**config.mk**
```make
export PLATFORM = sky130hd
export DESIGN_NAME = dbs_top
export DESIGN_NICKNAME = d
export VERILOG_FILES = /design/src/hdl/dbs_pkg.sv /design/src/hdl/dbs_top.sv
export SDC_FILE = /design/constraint.sdc
export NUM_CORES = 1
export LEC_CHECK = 0
export ABC_AREA = 1
export BUFFER_PORTS_ARGS = -buffer_cell sky130_fd_sc_hd__buf_4
export CAP_MARGIN = 20
export CORE_MARGIN = 2
export CORE_UTILIZATION = 55
export DETAILED_ROUTE_END_ITERATION = 12
export GPL_TIMING_DRIVEN = 0
export PLACE_DENSITY = 0.8
export SETUP_SLACK_MARGIN = 0.1
export SLEW_MARGIN = 15
export SYNTH_ARGS = -nofsm -noshare
export SYNTH_HDL_FRONTEND = slang
export SYNTH_SLANG_ARGS = --single-unit
```
**constraint.sdc**
```tcl
create_clock -name i_ref_clk -period 2.4 [get_ports i_ref_clk]
set_input_delay 0.12 -clock i_ref_clk [delete_from_list [all_inputs] [get_ports i_ref_clk]]
set_output_delay 0.12 -clock i_ref_clk [all_outputs]
set_load 0.1 [all_outputs]
```
**src/hdl/dbs_pkg.sv**
```systemverilog
// Package for the data buffer steering block: lane widths, reset values, steering modes.
// Assumes a single 250 MHz reference clock and an active-low asynchronous reset.
package dbs_pkg;
  localparam int          DBS_CPU_W     = 32;
  localparam int          DBS_MEM_W     = 32;
  localparam int          DBS_SLOT_W    = 16;
  localparam int          DBS_PER_W     = 8;
  localparam int          DBS_LANES     = 4;
  localparam logic [31:0] DBS_DATA_RST  = 32'h0000_0000;
  localparam logic [3:0]  DBS_PAR_RST   = 4'h0;
  localparam logic [2:0]  DBS_SYNC_RST  = 3'h7;
  localparam logic [3:0]  DBS_LVL_RST   = 4'h7;
  localparam logic        DBS_FAULT_RST = 1'b1;
  localparam int          DBS_SYNC_LAST = 2;
  localparam int          DBS_SYNC_PREV = 1;

  // Steering modes chosen by the bus controller.
  typedef enum logic [5:0] {
    DBS_MODE_IDLE    = 6'h01,
    DBS_MODE_MEM     = 6'h02,
    DBS_MODE_PER     = 6'h04,
    DBS_MODE_SLOT    = 6'h08,
    DBS_MODE_DMA     = 6'h10,
    DBS_MODE_SLOT2SL = 6'h20
  } dbs_mode_type;

  // Odd parity of one byte.
  function automatic logic dbs_odd_par(input logic [7:0] b);
    dbs_odd_par = ~(^b);
  endfunction : dbs_odd_par
endpackage : dbs_pkg

```
**src/hdl/dbs_top.sv**
```systemverilog
// Data buffer steering between processor, memory, peripheral and slot data buses.
// Assumes the system and bus controllers drive strobes as ordinary synchronous or pin inputs.
`timescale 1ns/1ps

module dbs_top
  import dbs_pkg::*;
(
  input  wire logic                  i_ref_clk,
  input  wire logic                  i_rst_n,
  input  wire dbs_mode_type          i_mode,
  input  wire logic                  i_mem_write,
  input  wire logic                  i_cache_present,
  input  wire logic                  i_posted_wr_strobe,
  input  wire logic                  i_dram_on_cpu_bus,
  input  wire logic                  i_bus_hold_ack,
  input  wire logic                  i_three_state_n,
  input  wire logic                  i_memory_latch_strobe_n,
  input  wire logic [DBS_LANES-1:0]  i_latched_byte_lane_enables_n,
  input  wire logic                  i_low_byte_latch_strobe_n,
  input  wire logic                  i_high_byte_latch_strobe_n,
  input  wire logic                  i_word_half_select_bit,
  input  wire logic                  i_swap_direction_select,
  input  wire logic                  i_swap_qualify_enable_n,
  input  wire logic                  i_peripheral_read_direction_n,
  input  wire logic [1:0]            i_write_lane_select,
  input  wire logic [DBS_CPU_W-1:0]  i_cpu_data,
  input  wire logic [DBS_MEM_W-1:0]  i_memory_side_data_bus,
  input  wire logic [DBS_LANES-1:0]  i_mem_parity,
  input  wire logic [DBS_PER_W-1:0]  i_peripheral_side_data_bus,
  input  wire logic [DBS_SLOT_W-1:0] i_slot_side_data_bus,
  output logic [DBS_CPU_W-1:0]       o_cpu_data,
  output logic                       o_cpu_data_oe_n,
  output logic [DBS_MEM_W-1:0]       o_memory_side_data_bus,
  output logic [DBS_LANES-1:0]       o_mem_parity,
  output logic                       o_mem_oe_n,
  output logic [DBS_PER_W-1:0]       o_peripheral_side_data_bus,
  output logic                       o_peripheral_oe_n,
  output logic [DBS_SLOT_W-1:0]      o_slot_side_data_bus,
  output logic                       o_slot_oe_n,
  output logic                       o_parity_fault_output_n,
  output logic                       o_cpu_bus_size_halfword_input_n
);

  // Strobes come from other chips: three-stage synchronisers, act when stages 2 and 3 agree.
  logic [2:0] mlat_sync_reg, lo_sync_reg, hi_sync_reg, pw_sync_reg;
  logic [2:0] mlat_sync_next, lo_sync_next, hi_sync_next, pw_sync_next;
  logic       mlat_fall, lo_fall, hi_fall, pw_rise;
  logic [3:0] lvl_reg, lvl_next;

  logic [31:0] mem_latch_reg, mem_latch_next;
  logic [31:0] asm_latch_reg, asm_latch_next;
  logic [31:0] post_reg, post_next;
  logic        pend_err_reg, pend_err_next;
  logic        fault_reg, fault_next;
  logic [31:0] cpu_out_reg, cpu_out_next;
  logic [31:0] mem_out_reg, mem_out_next;
  logic [3:0]  par_out_reg, par_out_next;
  logic [7:0]  per_out_reg, per_out_next;
  logic [15:0] slot_out_reg, slot_out_next;
  logic        cpu_oe_reg, cpu_oe_next;
  logic        mem_oe_reg, mem_oe_next;
  logic        per_oe_reg, per_oe_next;
  logic        slot_oe_reg, slot_oe_next;
  logic [31:0] wr_src;
  logic [15:0] wr_half;
  logic [7:0]  wr_byte;
  logic        cur_err;
  logic [7:0]  lo_src, hi_src;

  // Level taken only when stages 2 and 3 agree, so a glitch never makes an edge
  function automatic logic sync_level(input logic [2:0] s, input logic prev);
    sync_level = (s[DBS_SYNC_PREV] == s[DBS_SYNC_LAST]) ? s[DBS_SYNC_LAST] : prev;
  endfunction : sync_level

  always_comb
  begin
    mlat_sync_next = {mlat_sync_reg[1:0], i_memory_latch_strobe_n};
    lo_sync_next   = {lo_sync_reg[1:0], i_low_byte_latch_strobe_n};
    hi_sync_next   = {hi_sync_reg[1:0], i_high_byte_latch_strobe_n};
    pw_sync_next   = {pw_sync_reg[1:0], i_posted_wr_strobe};
    lvl_next[0]    = sync_level(mlat_sync_reg, lvl_reg[0]);
    lvl_next[1]    = sync_level(lo_sync_reg, lvl_reg[1]);
    lvl_next[2]    = sync_level(hi_sync_reg, lvl_reg[2]);
    lvl_next[3]    = sync_level(pw_sync_reg, lvl_reg[3]);
    mlat_fall = lvl_reg[0] & ~lvl_next[0];
    lo_fall   = lvl_reg[1] & ~lvl_next[1];
    hi_fall   = lvl_reg[2] & ~lvl_next[2];
    pw_rise   = ~lvl_reg[3] & lvl_next[3];
  end

  always_comb
  begin
    mem_latch_next = mem_latch_reg;
    asm_latch_next = asm_latch_reg;
    post_next      = post_reg;
    pend_err_next  = pend_err_reg;
    fault_next     = fault_reg;
    cur_err        = 1'b0;
    for (int i = 0; i < DBS_LANES; i++)
    begin
      if (!i_latched_byte_lane_enables_n[i] &&
          dbs_odd_par(i_memory_side_data_bus[8*i +: 8]) != i_mem_parity[i])
      begin
        cur_err = 1'b1;
      end
    end
    if (mlat_fall && !i_mem_write)
    begin
      mem_latch_next = i_memory_side_data_bus;
      fault_next     = ~pend_err_reg;
      pend_err_next  = cur_err;
    end
    // Byte-wide peripheral reads fill upper lanes too, so both strobes take the same source
    lo_src = (i_mode == DBS_MODE_MEM) ? i_memory_side_data_bus[7:0]
           : (i_mode == DBS_MODE_PER) ? i_peripheral_side_data_bus
                                      : i_slot_side_data_bus[7:0];
    hi_src = (i_mode == DBS_MODE_MEM) ? i_memory_side_data_bus[15:8]
           : (i_mode == DBS_MODE_PER) ? i_peripheral_side_data_bus
                                      : i_slot_side_data_bus[15:8];
    if (lo_fall)
    begin
      asm_latch_next[23:16] = lo_src;
      if (!i_word_half_select_bit)
      begin
        asm_latch_next[7:0] = lo_src;
      end
    end
    if (hi_fall)
    begin
      asm_latch_next[31:24] = hi_src;
      if (!i_word_half_select_bit)
      begin
        asm_latch_next[15:8] = hi_src;
      end
    end
    if (pw_rise && i_cache_present)
    begin
      post_next = i_cpu_data;
    end
  end

  always_comb
  begin
    wr_src  = i_cache_present ? post_reg : i_cpu_data;
    wr_half = i_write_lane_select[1] ? wr_src[31:16] : wr_src[15:0];
    wr_byte = wr_src[8*i_write_lane_select +: 8];
    cpu_out_next  = asm_latch_reg;
    mem_out_next  = wr_src;
    per_out_next  = wr_byte;
    slot_out_next = wr_half;
    cpu_oe_next   = 1'b1;
    mem_oe_next   = 1'b1;
    per_oe_next   = 1'b1;
    slot_oe_next  = 1'b1;
    if (i_bus_hold_ack || i_mode == DBS_MODE_DMA)
    begin
      // Master owns the bus: peripheral and slot bytes steer onto memory and back.
      mem_out_next  = {16'h0000, i_slot_side_data_bus[15:8],
                       i_peripheral_read_direction_n ? i_slot_side_data_bus[7:0]
                                                     : i_peripheral_side_data_bus};
      per_out_next  = i_memory_side_data_bus[7:0];
      slot_out_next = i_memory_side_data_bus[15:0];
      mem_oe_next   = ~i_mem_write;
      slot_oe_next  = i_mem_write;
    end
    else if (i_mode == DBS_MODE_MEM)
    begin
      cpu_out_next = (i_cache_present || !i_dram_on_cpu_bus) ? mem_latch_reg
                                                             : asm_latch_reg;
      cpu_oe_next  = i_mem_write;
      mem_oe_next  = ~i_mem_write;
    end
    else if (i_mode == DBS_MODE_SLOT || i_mode == DBS_MODE_PER)
    begin
      cpu_oe_next  = 1'b0;
      slot_oe_next = (i_mode != DBS_MODE_SLOT);
    end
    if (!i_swap_qualify_enable_n)
    begin
      slot_out_next = i_swap_direction_select
                    ? {i_slot_side_data_bus[7:0], i_slot_side_data_bus[7:0]}
                    : {i_slot_side_data_bus[15:8], i_slot_side_data_bus[15:8]};
      slot_oe_next  = 1'b0;
    end
    per_oe_next = ~i_peripheral_read_direction_n;
    if (i_mode == DBS_MODE_SLOT2SL || !i_three_state_n)
    begin
      cpu_oe_next  = 1'b1;
      mem_oe_next  = 1'b1;
      per_oe_next  = 1'b1;
      slot_oe_next = 1'b1;
    end
    for (int i = 0; i < DBS_LANES; i++)
    begin
      par_out_next[i] = dbs_odd_par(mem_out_next[8*i +: 8]);
    end
  end

  always_ff @(posedge i_ref_clk or negedge i_rst_n)
  begin
    if (!i_rst_n)
    begin
      mlat_sync_reg <= DBS_SYNC_RST;
      lo_sync_reg   <= DBS_SYNC_RST;
      hi_sync_reg   <= DBS_SYNC_RST;
      pw_sync_reg   <= 3'h0;
      lvl_reg       <= DBS_LVL_RST;
      mem_latch_reg <= DBS_DATA_RST;
      asm_latch_reg <= DBS_DATA_RST;
      post_reg      <= DBS_DATA_RST;
      pend_err_reg  <= 1'b0;
      fault_reg     <= DBS_FAULT_RST;
      cpu_out_reg   <= DBS_DATA_RST;
      mem_out_reg   <= DBS_DATA_RST;
      par_out_reg   <= DBS_PAR_RST;
      per_out_reg   <= 8'h00;
      slot_out_reg  <= 16'h0000;
      cpu_oe_reg    <= 1'b1;
      mem_oe_reg    <= 1'b1;
      per_oe_reg    <= 1'b1;
      slot_oe_reg   <= 1'b1;
    end
    else
    begin
      mlat_sync_reg <= mlat_sync_next;
      lo_sync_reg   <= lo_sync_next;
      hi_sync_reg   <= hi_sync_next;
      pw_sync_reg   <= pw_sync_next;
      lvl_reg       <= lvl_next;
      mem_latch_reg <= mem_latch_next;
      asm_latch_reg <= asm_latch_next;
      post_reg      <= post_next;
      pend_err_reg  <= pend_err_next;
      fault_reg     <= fault_next;
      cpu_out_reg   <= cpu_out_next;
      mem_out_reg   <= mem_out_next;
      par_out_reg   <= par_out_next;
      per_out_reg   <= per_out_next;
      slot_out_reg  <= slot_out_next;
      cpu_oe_reg    <= cpu_oe_next;
      mem_oe_reg    <= mem_oe_next;
      per_oe_reg    <= per_oe_next;
      slot_oe_reg   <= slot_oe_next;
    end
  end

  assign o_cpu_data                      = cpu_out_reg;
  assign o_cpu_data_oe_n                 = cpu_oe_reg;
  assign o_memory_side_data_bus          = mem_out_reg;
  assign o_mem_parity                    = par_out_reg;
  assign o_mem_oe_n                      = mem_oe_reg;
  assign o_peripheral_side_data_bus      = per_out_reg;
  assign o_peripheral_oe_n               = per_oe_reg;
  assign o_slot_side_data_bus            = slot_out_reg;
  assign o_slot_oe_n                     = slot_oe_reg;
  assign o_parity_fault_output_n         = fault_reg;
  // Held inactive: width conversion happens in the assembly latch instead.
  assign o_cpu_bus_size_halfword_input_n = 1'b1;

  chk_three_state_all: assert property (@(posedge i_ref_clk) disable iff (!i_rst_n)
    !i_three_state_n |=> (cpu_oe_reg && mem_oe_reg && per_oe_reg && slot_oe_reg))
    else $error("outputs not released under three-state test");
  chk_slot_pair_off: assert property (@(posedge i_ref_clk) disable iff (!i_rst_n)
    (i_mode == DBS_MODE_SLOT2SL) |=> (o_cpu_data_oe_n && o_mem_oe_n && o_slot_oe_n))
    else $error("outputs driven during slot to slot transfer");
  chk_per_dir_follow: assert property (@(posedge i_ref_clk) disable iff (!i_rst_n)
    (i_three_state_n && i_mode != DBS_MODE_SLOT2SL)
      |=> (o_peripheral_oe_n == ~$past(i_peripheral_read_direction_n)))
    else $error("peripheral bus enable does not follow direction");
  chk_bus_size_idle: assert property (@(posedge i_ref_clk) disable iff (!i_rst_n)
    o_cpu_bus_size_halfword_input_n)
    else $error("halfword bus size asserted");
  chk_parity_gen_ok: assert property (@(posedge i_ref_clk) disable iff (!i_rst_n)
    !o_mem_oe_n |-> (dbs_odd_par(o_memory_side_data_bus[7:0]) == o_mem_parity[0]))
    else $error("write parity wrong on lane 0");
  chk_mem_latch_hold: assert property (@(posedge i_ref_clk) disable iff (!i_rst_n)
    !(mlat_fall && !i_mem_write) |=> (mem_latch_reg == $past(mem_latch_reg)))
    else $error("memory latch changed without strobe");
  chk_fault_delay: assert property (@(posedge i_ref_clk) disable iff (!i_rst_n)
    (mlat_fall && !i_mem_write) |=> (fault_reg == ~$past(pend_err_reg)))
    else $error("parity fault not reported on following read");
  chk_low_lane_load: assert property (@(posedge i_ref_clk) disable iff (!i_rst_n)
    (lo_fall && i_word_half_select_bit) |=> (asm_latch_reg[7:0] == $past(asm_latch_reg[7:0])))
    else $error("low lane loaded with half select high");
  cov_mem_read: cover property (@(posedge i_ref_clk) mlat_fall && !i_mem_write);
  cov_fault_seen: cover property (@(posedge i_ref_clk) !o_parity_fault_output_n);
  cov_swap: cover property (@(posedge i_ref_clk) !i_swap_qualify_enable_n);
  cov_assemble: cover property (@(posedge i_ref_clk) lo_fall ##[1:20] hi_fall);

endmodule : dbs_top

```
==> results of run 1 <==
how the worst min path moves through the flow:
stage / endpoint / slack, ns / depth (start not counted)
after global routing: mem_latch_reg[7] / 0.01 / 3
final: mem_latch_reg[5] / 0.02 / 3
after detailed placement: o_memory_side_data_bus[2] / 0.20 / 1
after floorplan: asm_latch_reg[0] / -0.18 / 0
after global placement: hi_sync_reg[0] / 0.23 / 1
after CTS: o_peripheral_side_data_bus[2] / 0.001 / 4
logic make-up (layout without fill, tap and decap cells):
logic type                 Yosys count  count (layout)  share of synthesized area [%]
and+or+nand+nor                    535             535                           21.3
AOI/OAI and AO/OA                  264             264                           13.9
buffers and inverters              221             560                           8.97
DFF                                210             210                           52.3
xor gates and xnor gates            17              17                           1.47
muxes                               14              14                           1.56
adders and majority gates            4               4                          0.409
other                                1               1                         0.0371
routing by layer:
metal  share of wire (%)  vias up  track usage [%]
li1                    -     4633                -
met1                  40     4724             46.1
met2                  46      579             53.4
met3                  11       87             7.60
met4                 3.3        0             9.89
met5                   0        -                0
cell type report:
class / instances / area [um^2] / area share (%)
Multi-Input combinational cell: 835 / 3910 / 28.8
Inverter: 168 / 631 / 4.65
Sequential cell: 210 / 5280 / 38.9
Clock buffer: 34 / 657 / 4.84
Tap cell: 229 / 287 / 2.11
Buffer: 53 / 275 / 2.03
Clock inverter: 7 / 63.8 / 0.470
Timing Repair Buffer: 298 / 2470 / 18.2
worst max-delay path: stages (launching register included):
cell and delay [ns]:
dfrtp_1 0.37, o21ai_0 0.45, nand2_1 0.14, o21ai_0 0.22, a21oi_1 0.15, o21ai_0 0.10, nand2_1 0.07, dlygate4sd3_1 0.55
through the flow:
stage	cell area, um^2	std cells	hold WS, ns
6_report	13600	1834	0.0170
5_1_grt	13600	1834	0.0138
4_1_cts	13600	1834	0.00111
3_5_place_dp	12000	1710	0.204
3_3_place_gp	12000	1709	0.228
2_1_floorplan	10100	1266	-0.176
report_power, final:
part           total [mW]  internal, mW  switching [mW]
Sequential           4.55          4.25           0.300
Clock                3.38          2.00            1.38
Combinational        4.44          1.11            3.33
Total                12.4          7.36            5.01
timing repair:
action,4_1_cts,5_1_grt
hold endpoints to repair,185,0
hold buffers,83,0
endpoints found under the setup margin,0,0
placed cells by master (no fill, tap or decap), drive strengths merged, types with 7 or more instances in the layout:
cell type and n:
a21oi 50, buf 248, clkbuf 54, clkinv 7, dfrtp 193, dfstp 17, dlygate4sd3 83, inv 167
mux2 14, nand2 432, nand3 38, nor2 51, o21ai 193, o221ai 13, xnor2 10, xor2 7
==> reports/summary.json, run 1 <==
{
  "drc": 0,
  "synth.most_common_cell": "nand2_1",
  "finalSetupViolations": 0,
  "clock_sink_count": 210,
  "yosys_register_bits": 210,
  "fin_worst_skew_ns": 0.0131,
  "die-width_um": 139,
  "finalCriticalPeriod_ns": 2.16,
  "rows": 49,
  "fin_util_pct": 75.6,
  "rr_startpoint": "post_reg[27]",
  "grt_pass1_vias": 9783,
  "worstSetupStartpoint": "post_reg[27]",
  "die_y_um": 139,
  "total_neg_setup_slack_ns": 0,
  "yosys.area.top_type": "dfrtp_1",
  "run_status": "finished clean",
  "worstReg2RegEnd": "o_slot_side_data_bus[11]",
  "critical_path_class": "flop to flop",
  "hold_violations": 0,
  "setup.reg_to_reg.worst_slack_ns": 0.24,
  "worst_slack_ns": 0.235,
  "io_pins": 217,
  "hp-start": "i_memory_side_data_bus[5]",
  "synth_cells": 1266,
  "ys.flop_type": "dfrtp_1",
  "timing.fmax_mhz": 462,
  "tightestPinTransition_ns": 1.09,
  "fillers": 1266,
  "cts-root-buf": "clkbuf_16",
  "synthesis.area_per_instance_um2": 7.97,
  "globalRouteTotalUtil_pct": 33.4,
  "count_of_flip_flops_with_a_built_in_enable_after_synthesis": 0,
  "slew_headroom_pct": 26.6,
  "final_layout_net_count": 1708,
  "place_hpwl_mm": 23.7,
  "worst_ep_required_time_ns": 2.79,
  "dp_worst_setup_slack_ns": 0.393,
  "layout_worst_path_cycle_share_pct": 90.2,
  "cts_setup_buffers": 0,
  "vias_post_dr": 10000,
  "routed_wirelength_mm": 33.0,
  "fp.dieArea_um2": 19500,
  "synth-seq-area-share_pct": 52.3,
  "cts-root-to-sink-buffers": 3,
  "reg2reg_depth": 7,
  "cts_tree": "built",
  "route.detailed.vias_per_inst": 5.47,
  "synth-async-reset-ratio_pct": 100,
  "cellLeakagePower_nw": 7.06,
  "unrepaired_setup_endpoints_after_global_routing": "no",
  "clock_tree.htree_level_count": 1,
  "synthTopCellsByArea": "dfrtp_1, nand2_1, o21ai_0",
  "synthDominantCellAreaShare_pct": 47.8,
  "grt_pass1_wl_mm": 50.9,
  "floorplan.core_area_um2": 18000,
  "drt_pass1_iterations": 8,
  "syn-num-nets": 1385,
  "buffer_ports.inserted": 214,
  "detail-route-antenna-nets": 0,
  "final_layout_size_suffix_gt1_share_pct": 20.7,
  "power_mw": 12.4,
  "antenna_cells_inserted": 0,
  "end_kind": "flop",
  "power.density_cell_area_nw_per_um2": 912,
  "gp_routability_congestion": 0.970,
  "max_cap_viol_count": 0,
  "antenna_violations_before_repair": 0,
  "worst-path-max-fanout": 2,
  "area_delta_synth_final_pct": 34.5,
  "drt-initial-drc-count": 1082,
  "vdd_ir_drop_max_uv": 915,
  "start_util_pct": 56.2,
  "worstSkewPairLatency_ns": 0.51,
  "post_cts.resized_instances": 0,
  "wl_per_cell_um": 18.0,
  "netlist_top_cells_count": "nand2_1, dfrtp_1, inv_1",
  "cts.reportedPaths.clkPinSlew_ns": 0.06,
  "hold_class": "input pin to flop",
  "worstSetupStartpointType": "flop",
  "post_synth_instance_area_um2": 10100,
  "gr-total-overflow": 0,
  "synth-warning-count": 0,
  "cts_inserted_buffers": 23,
  "grt_start_max_net_pins": 112,
  "worst_setup_path_endpoint": "o_slot_side_data_bus[11]",
  "ys_types": 40,
  "slew_violations": 0,
  "worst-endpoint-arrival_ns": 2.56
}
No activity file was read; power rests on OpenSTA's default activity.
==> inputs of run 2 (changes only) <==
- CORE_ASPECT_RATIO: unset -> 1.4
- REMOVE_ABC_BUFFERS: unset -> 1
==> reports/summary.json, run 2 (synthesized netlist as in run 1, its figures left out) <==
{
  "final_layout_size_suffix_gt1_share": {"value": 20.2, "unit": "%", "change": "-0.52 points"},
  "cts.reportedPaths.clkPinSlew": {"value": 0.07, "unit": "ns", "change": "about the same"},
  "hp-start": "i_mode[5]",
  "route.detailed.vias_per_inst": {"value": 5.26, "change": "-3.8%"},
  "vias_post_dr": {"value": 9475, "change": "-5.5%"},
  "clock_tree.htree_level_count": {"value": 1, "change": "unchanged"},
  "unrepaired_setup_endpoints_after_global_routing": "no",
  "drt-initial-drc-count": {"value": 585, "change": "-46%"},
  "worst_ep_required_time": {"value": 2.84, "unit": "ns", "change": "+0.05 ns"},
  "gr-total-overflow": {"value": 0, "change": "unchanged"},
  "post_route_design_area": {"value": 13500, "unit": "um^2", "change": "-0.50%"},
  "vdd_ir_drop_max": {"value": 654, "unit": "uV", "change": "-28%"},
  "timing.fmax": {"value": 486, "unit": "MHz", "change": "+5.2%"},
  "cts-root-to-sink-buffers": {"value": 3, "change": "unchanged"},
  "io_pins": {"value": 217, "change": "unchanged"},
  "grt_start_max_net_pins": {"value": 100, "change": "-11%"},
  "layout_worst_path_cycle_share": {"value": 85.8, "unit": "%", "change": "-4.4 points"},
  "cts_setup_buffers": {"value": 0, "change": "unchanged"},
  "place_hpwl": {"value": 19.9, "unit": "mm", "change": "-16%"},
  "drt_pass1_iterations": {"value": 5, "change": "-3"},
  "drc": {"value": 0, "change": "unchanged"},
  "finalCriticalPeriod": {"value": 2.06, "unit": "ns", "change": "-0.106 ns"},
  "fp.dieArea": {"value": 19500, "unit": "um^2", "change": "about the same"},
  "setup.reg_to_reg.worst_slack": {"value": 0.52, "unit": "ns", "change": "+0.28 ns"},
  "cts_tree": "built",
  "die-width": {"value": 119, "unit": "um", "change": "-15%"},
  "routed_wirelength": {"value": 29.0, "unit": "mm", "change": "-12%"},
  "gp_routability_congestion": {"value": 0.908, "change": "-6.3%"},
  "layout.cells.most_common": "nand2_1",
  "end_kind": "flop",
  "placement.cell_area": {"value": 11900, "unit": "um^2", "change": "-0.62%"},
  "worst-path-max-fanout": {"value": 58, "change": "+56"},
  "die_y": {"value": 164, "unit": "um", "change": "+18%"},
  "tightestPinTransition": {"value": 0.969, "unit": "ns", "change": "-0.123 ns"},
  "start_util": {"value": 56.1, "unit": "%", "change": "-0.11 points"},
  "detail-route-antenna-nets": {"value": 0, "change": "unchanged"},
  "slew_violations": {"value": 0, "change": "unchanged"},
  "power.density_cell_area": {"value": 901, "unit": "nW/um^2", "change": "-1.2%"},
  "min_to": "o_mem_oe_n",
  "buffer_ports.inserted": {"value": 215, "change": "+0.47%"},
  "hold_class": "input pin to flop",
  "wl_met2": {"value": 14.8, "unit": "mm", "change": "-1.4%"},
  "grt_pass1_vias": {"value": 9314, "change": "-4.8%"},
  "floorplan.core_area": {"value": 18000, "unit": "um^2", "change": "+0.19%"},
  "dr_wl_met3": {"value": 1.79, "unit": "mm", "change": "-49%"},
  "wl_per_cell": {"value": 16.1, "unit": "um", "change": "-11%"},
  "run_status": "finished clean",
  "worstSkewPairLatency": {"value": 0.50, "unit": "ns", "change": "about the same"},
  "grt_pass1_wl": {"value": 45.9, "unit": "mm", "change": "-9.7%"},
  "worstHoldPathCells": {"value": 3, "change": "unchanged"},
  "slew_headroom": {"value": 35.2, "unit": "%", "change": "+8.5 points"},
  "most-common-layout-cells": "nand2_1, buf_4, dfrtp_1",
  "clock_sink_count": {"value": 210, "change": "unchanged"},
  "cts-root-buf": "clkbuf_16",
  "worstSetupStartpointType": "input pin",
  "max_cap_viol_count": {"value": 0, "change": "unchanged"},
  "dr.max_layer_used": "met4",
  "worstSetupStartpoint": "i_mode[1]",
  "cellLeakagePower": {"value": 6.95, "unit": "nW", "change": "-1.5%"},
  "worst-endpoint-arrival": {"value": 2.50, "unit": "ns", "change": "-0.06 ns"},
  "m1WireLength": {"value": 10.8, "unit": "mm", "change": "-19%"},
  "final_layout_net_count": {"value": 1667, "change": "-2.4%"},
  "cts_inserted_buffers": {"value": 21, "change": "-8.7%"},
  "critical_path_class": "input pin to flop",
  "antenna_violations_before_repair": {"value": 1, "change": "+1"},
  "fin_worst_skew": {"value": 0.0137, "unit": "ns", "change": "+0.000547 ns"},
  "rr_startpoint": "post_reg[29]",
  "worstReg2RegEnd": "o_slot_side_data_bus[13]",
  "hold_violations": {"value": 0, "change": "unchanged"},
  "fin_util": {"value": 75.1, "unit": "%", "change": "-0.52 points"},
  "globalRouteTotalUtil": {"value": 29.7, "unit": "%", "change": "-3.7 points"},
  "finalSetupViolations": {"value": 0, "change": "unchanged"},
  "area_delta_synth_final_pct": 33.8,
  "reg2reg_depth": {"value": 7, "change": "unchanged"},
  "rows": {"value": 58, "change": "+18%"}
}
## run 2: changes by cell type in the layout (fill, tap and decap cells not counted), moves of 2 or more
cell,previous run,this run
buf_16,1,3
buf_2,22,0
buf_4,220,215
buf_8,1,5
clkbuf_1,27,5
clkbuf_16,23,21
clkinvlp_4,0,3
dlygate4sd3_1,83,85
inv_1,165,162
## run 2: per-stage QoR
| step | setup slack, ns | cells | hold slack (ns) | total power, mW | setup TNS, ns |
|---|---|---|---|---|---|
| 2_1_floorplan | -0.723 | 1213 | -0.176 | 7.59 | -19.65 |
| 3_3_place_gp | -1.64 | 1668 | 0.230 | 8.63 | -169.24 |
| 3_5_place_dp | -0.435 | 1679 | -0.0153 | 8.76 | -1.31 |
| 4_1_cts | 0.164 | 1801 | 0.0197 | 12.2 | 0 |
| 5_1_grt | 0.159 | 1803 | 0.0508 | 12.7 | 0 |
| 6_report | 0.342 | 1803 | 0.0298 | 12.2 | 0 |
## run 2: worst max path at each step
stage | slack (ns) | end
finish | 0.34 | o_slot_side_data_bus[13]
global route | 0.16 | o_slot_side_data_bus[13]
CTS | 0.16 | o_slot_side_data_bus[13]
detailed placement | -0.43 | o_mem_parity[3]
global placement | -1.64 | mem_latch_reg[26]
floorplan | -0.72 | mem_latch_reg[12]
## run 2: cell type report
type,instances,area [um^2]
clock inverter,8,96.3
fill,1334,4490
timing repair inverter,1,5.00
multi-input combinational,835,3940
tap,240,300
clock buffer,29,586
inverter,168,641
sequential,210,5280
timing repair buffer,311,2670
antenna,1,2.50
## run 2: layer usage
metal | up-vias | track usage [%]
met2 | 371 | 53.5
li1 | 4558 | -
met4 | 0 | 15.2
met5 | - | 0
met3 | 106 | 4.31
met1 | 4440 | 34.7
## run 2: power breakdown
group          switching (mW)  total, mW  internal [mW]
clock network            1.38       3.30           1.93
logic                    3.22       4.33           1.11
registers               0.287       4.54           4.25
total                    4.88       12.2           7.29
## run 2: worst max-delay path, cell delays in order
cell and delay, ns:
buf_4 0.13, nor2_2 0.22, nand3_4 0.27, nand2_8 0.40, inv_4 0.21, buf_16 0.23, a21oi_1 0.16, o21ai_0 0.11
nand2_1 0.07, dlygate4sd3_1 0.54
## run 2: repair_timing
action / CTS / global route
setup endpoints to repair: 1 / 3
gates cloned: 0 / 1
gates resized for setup: 1 / 3
endpoints found under the hold margin: 301 / 0
hold buffers: 85 / 0
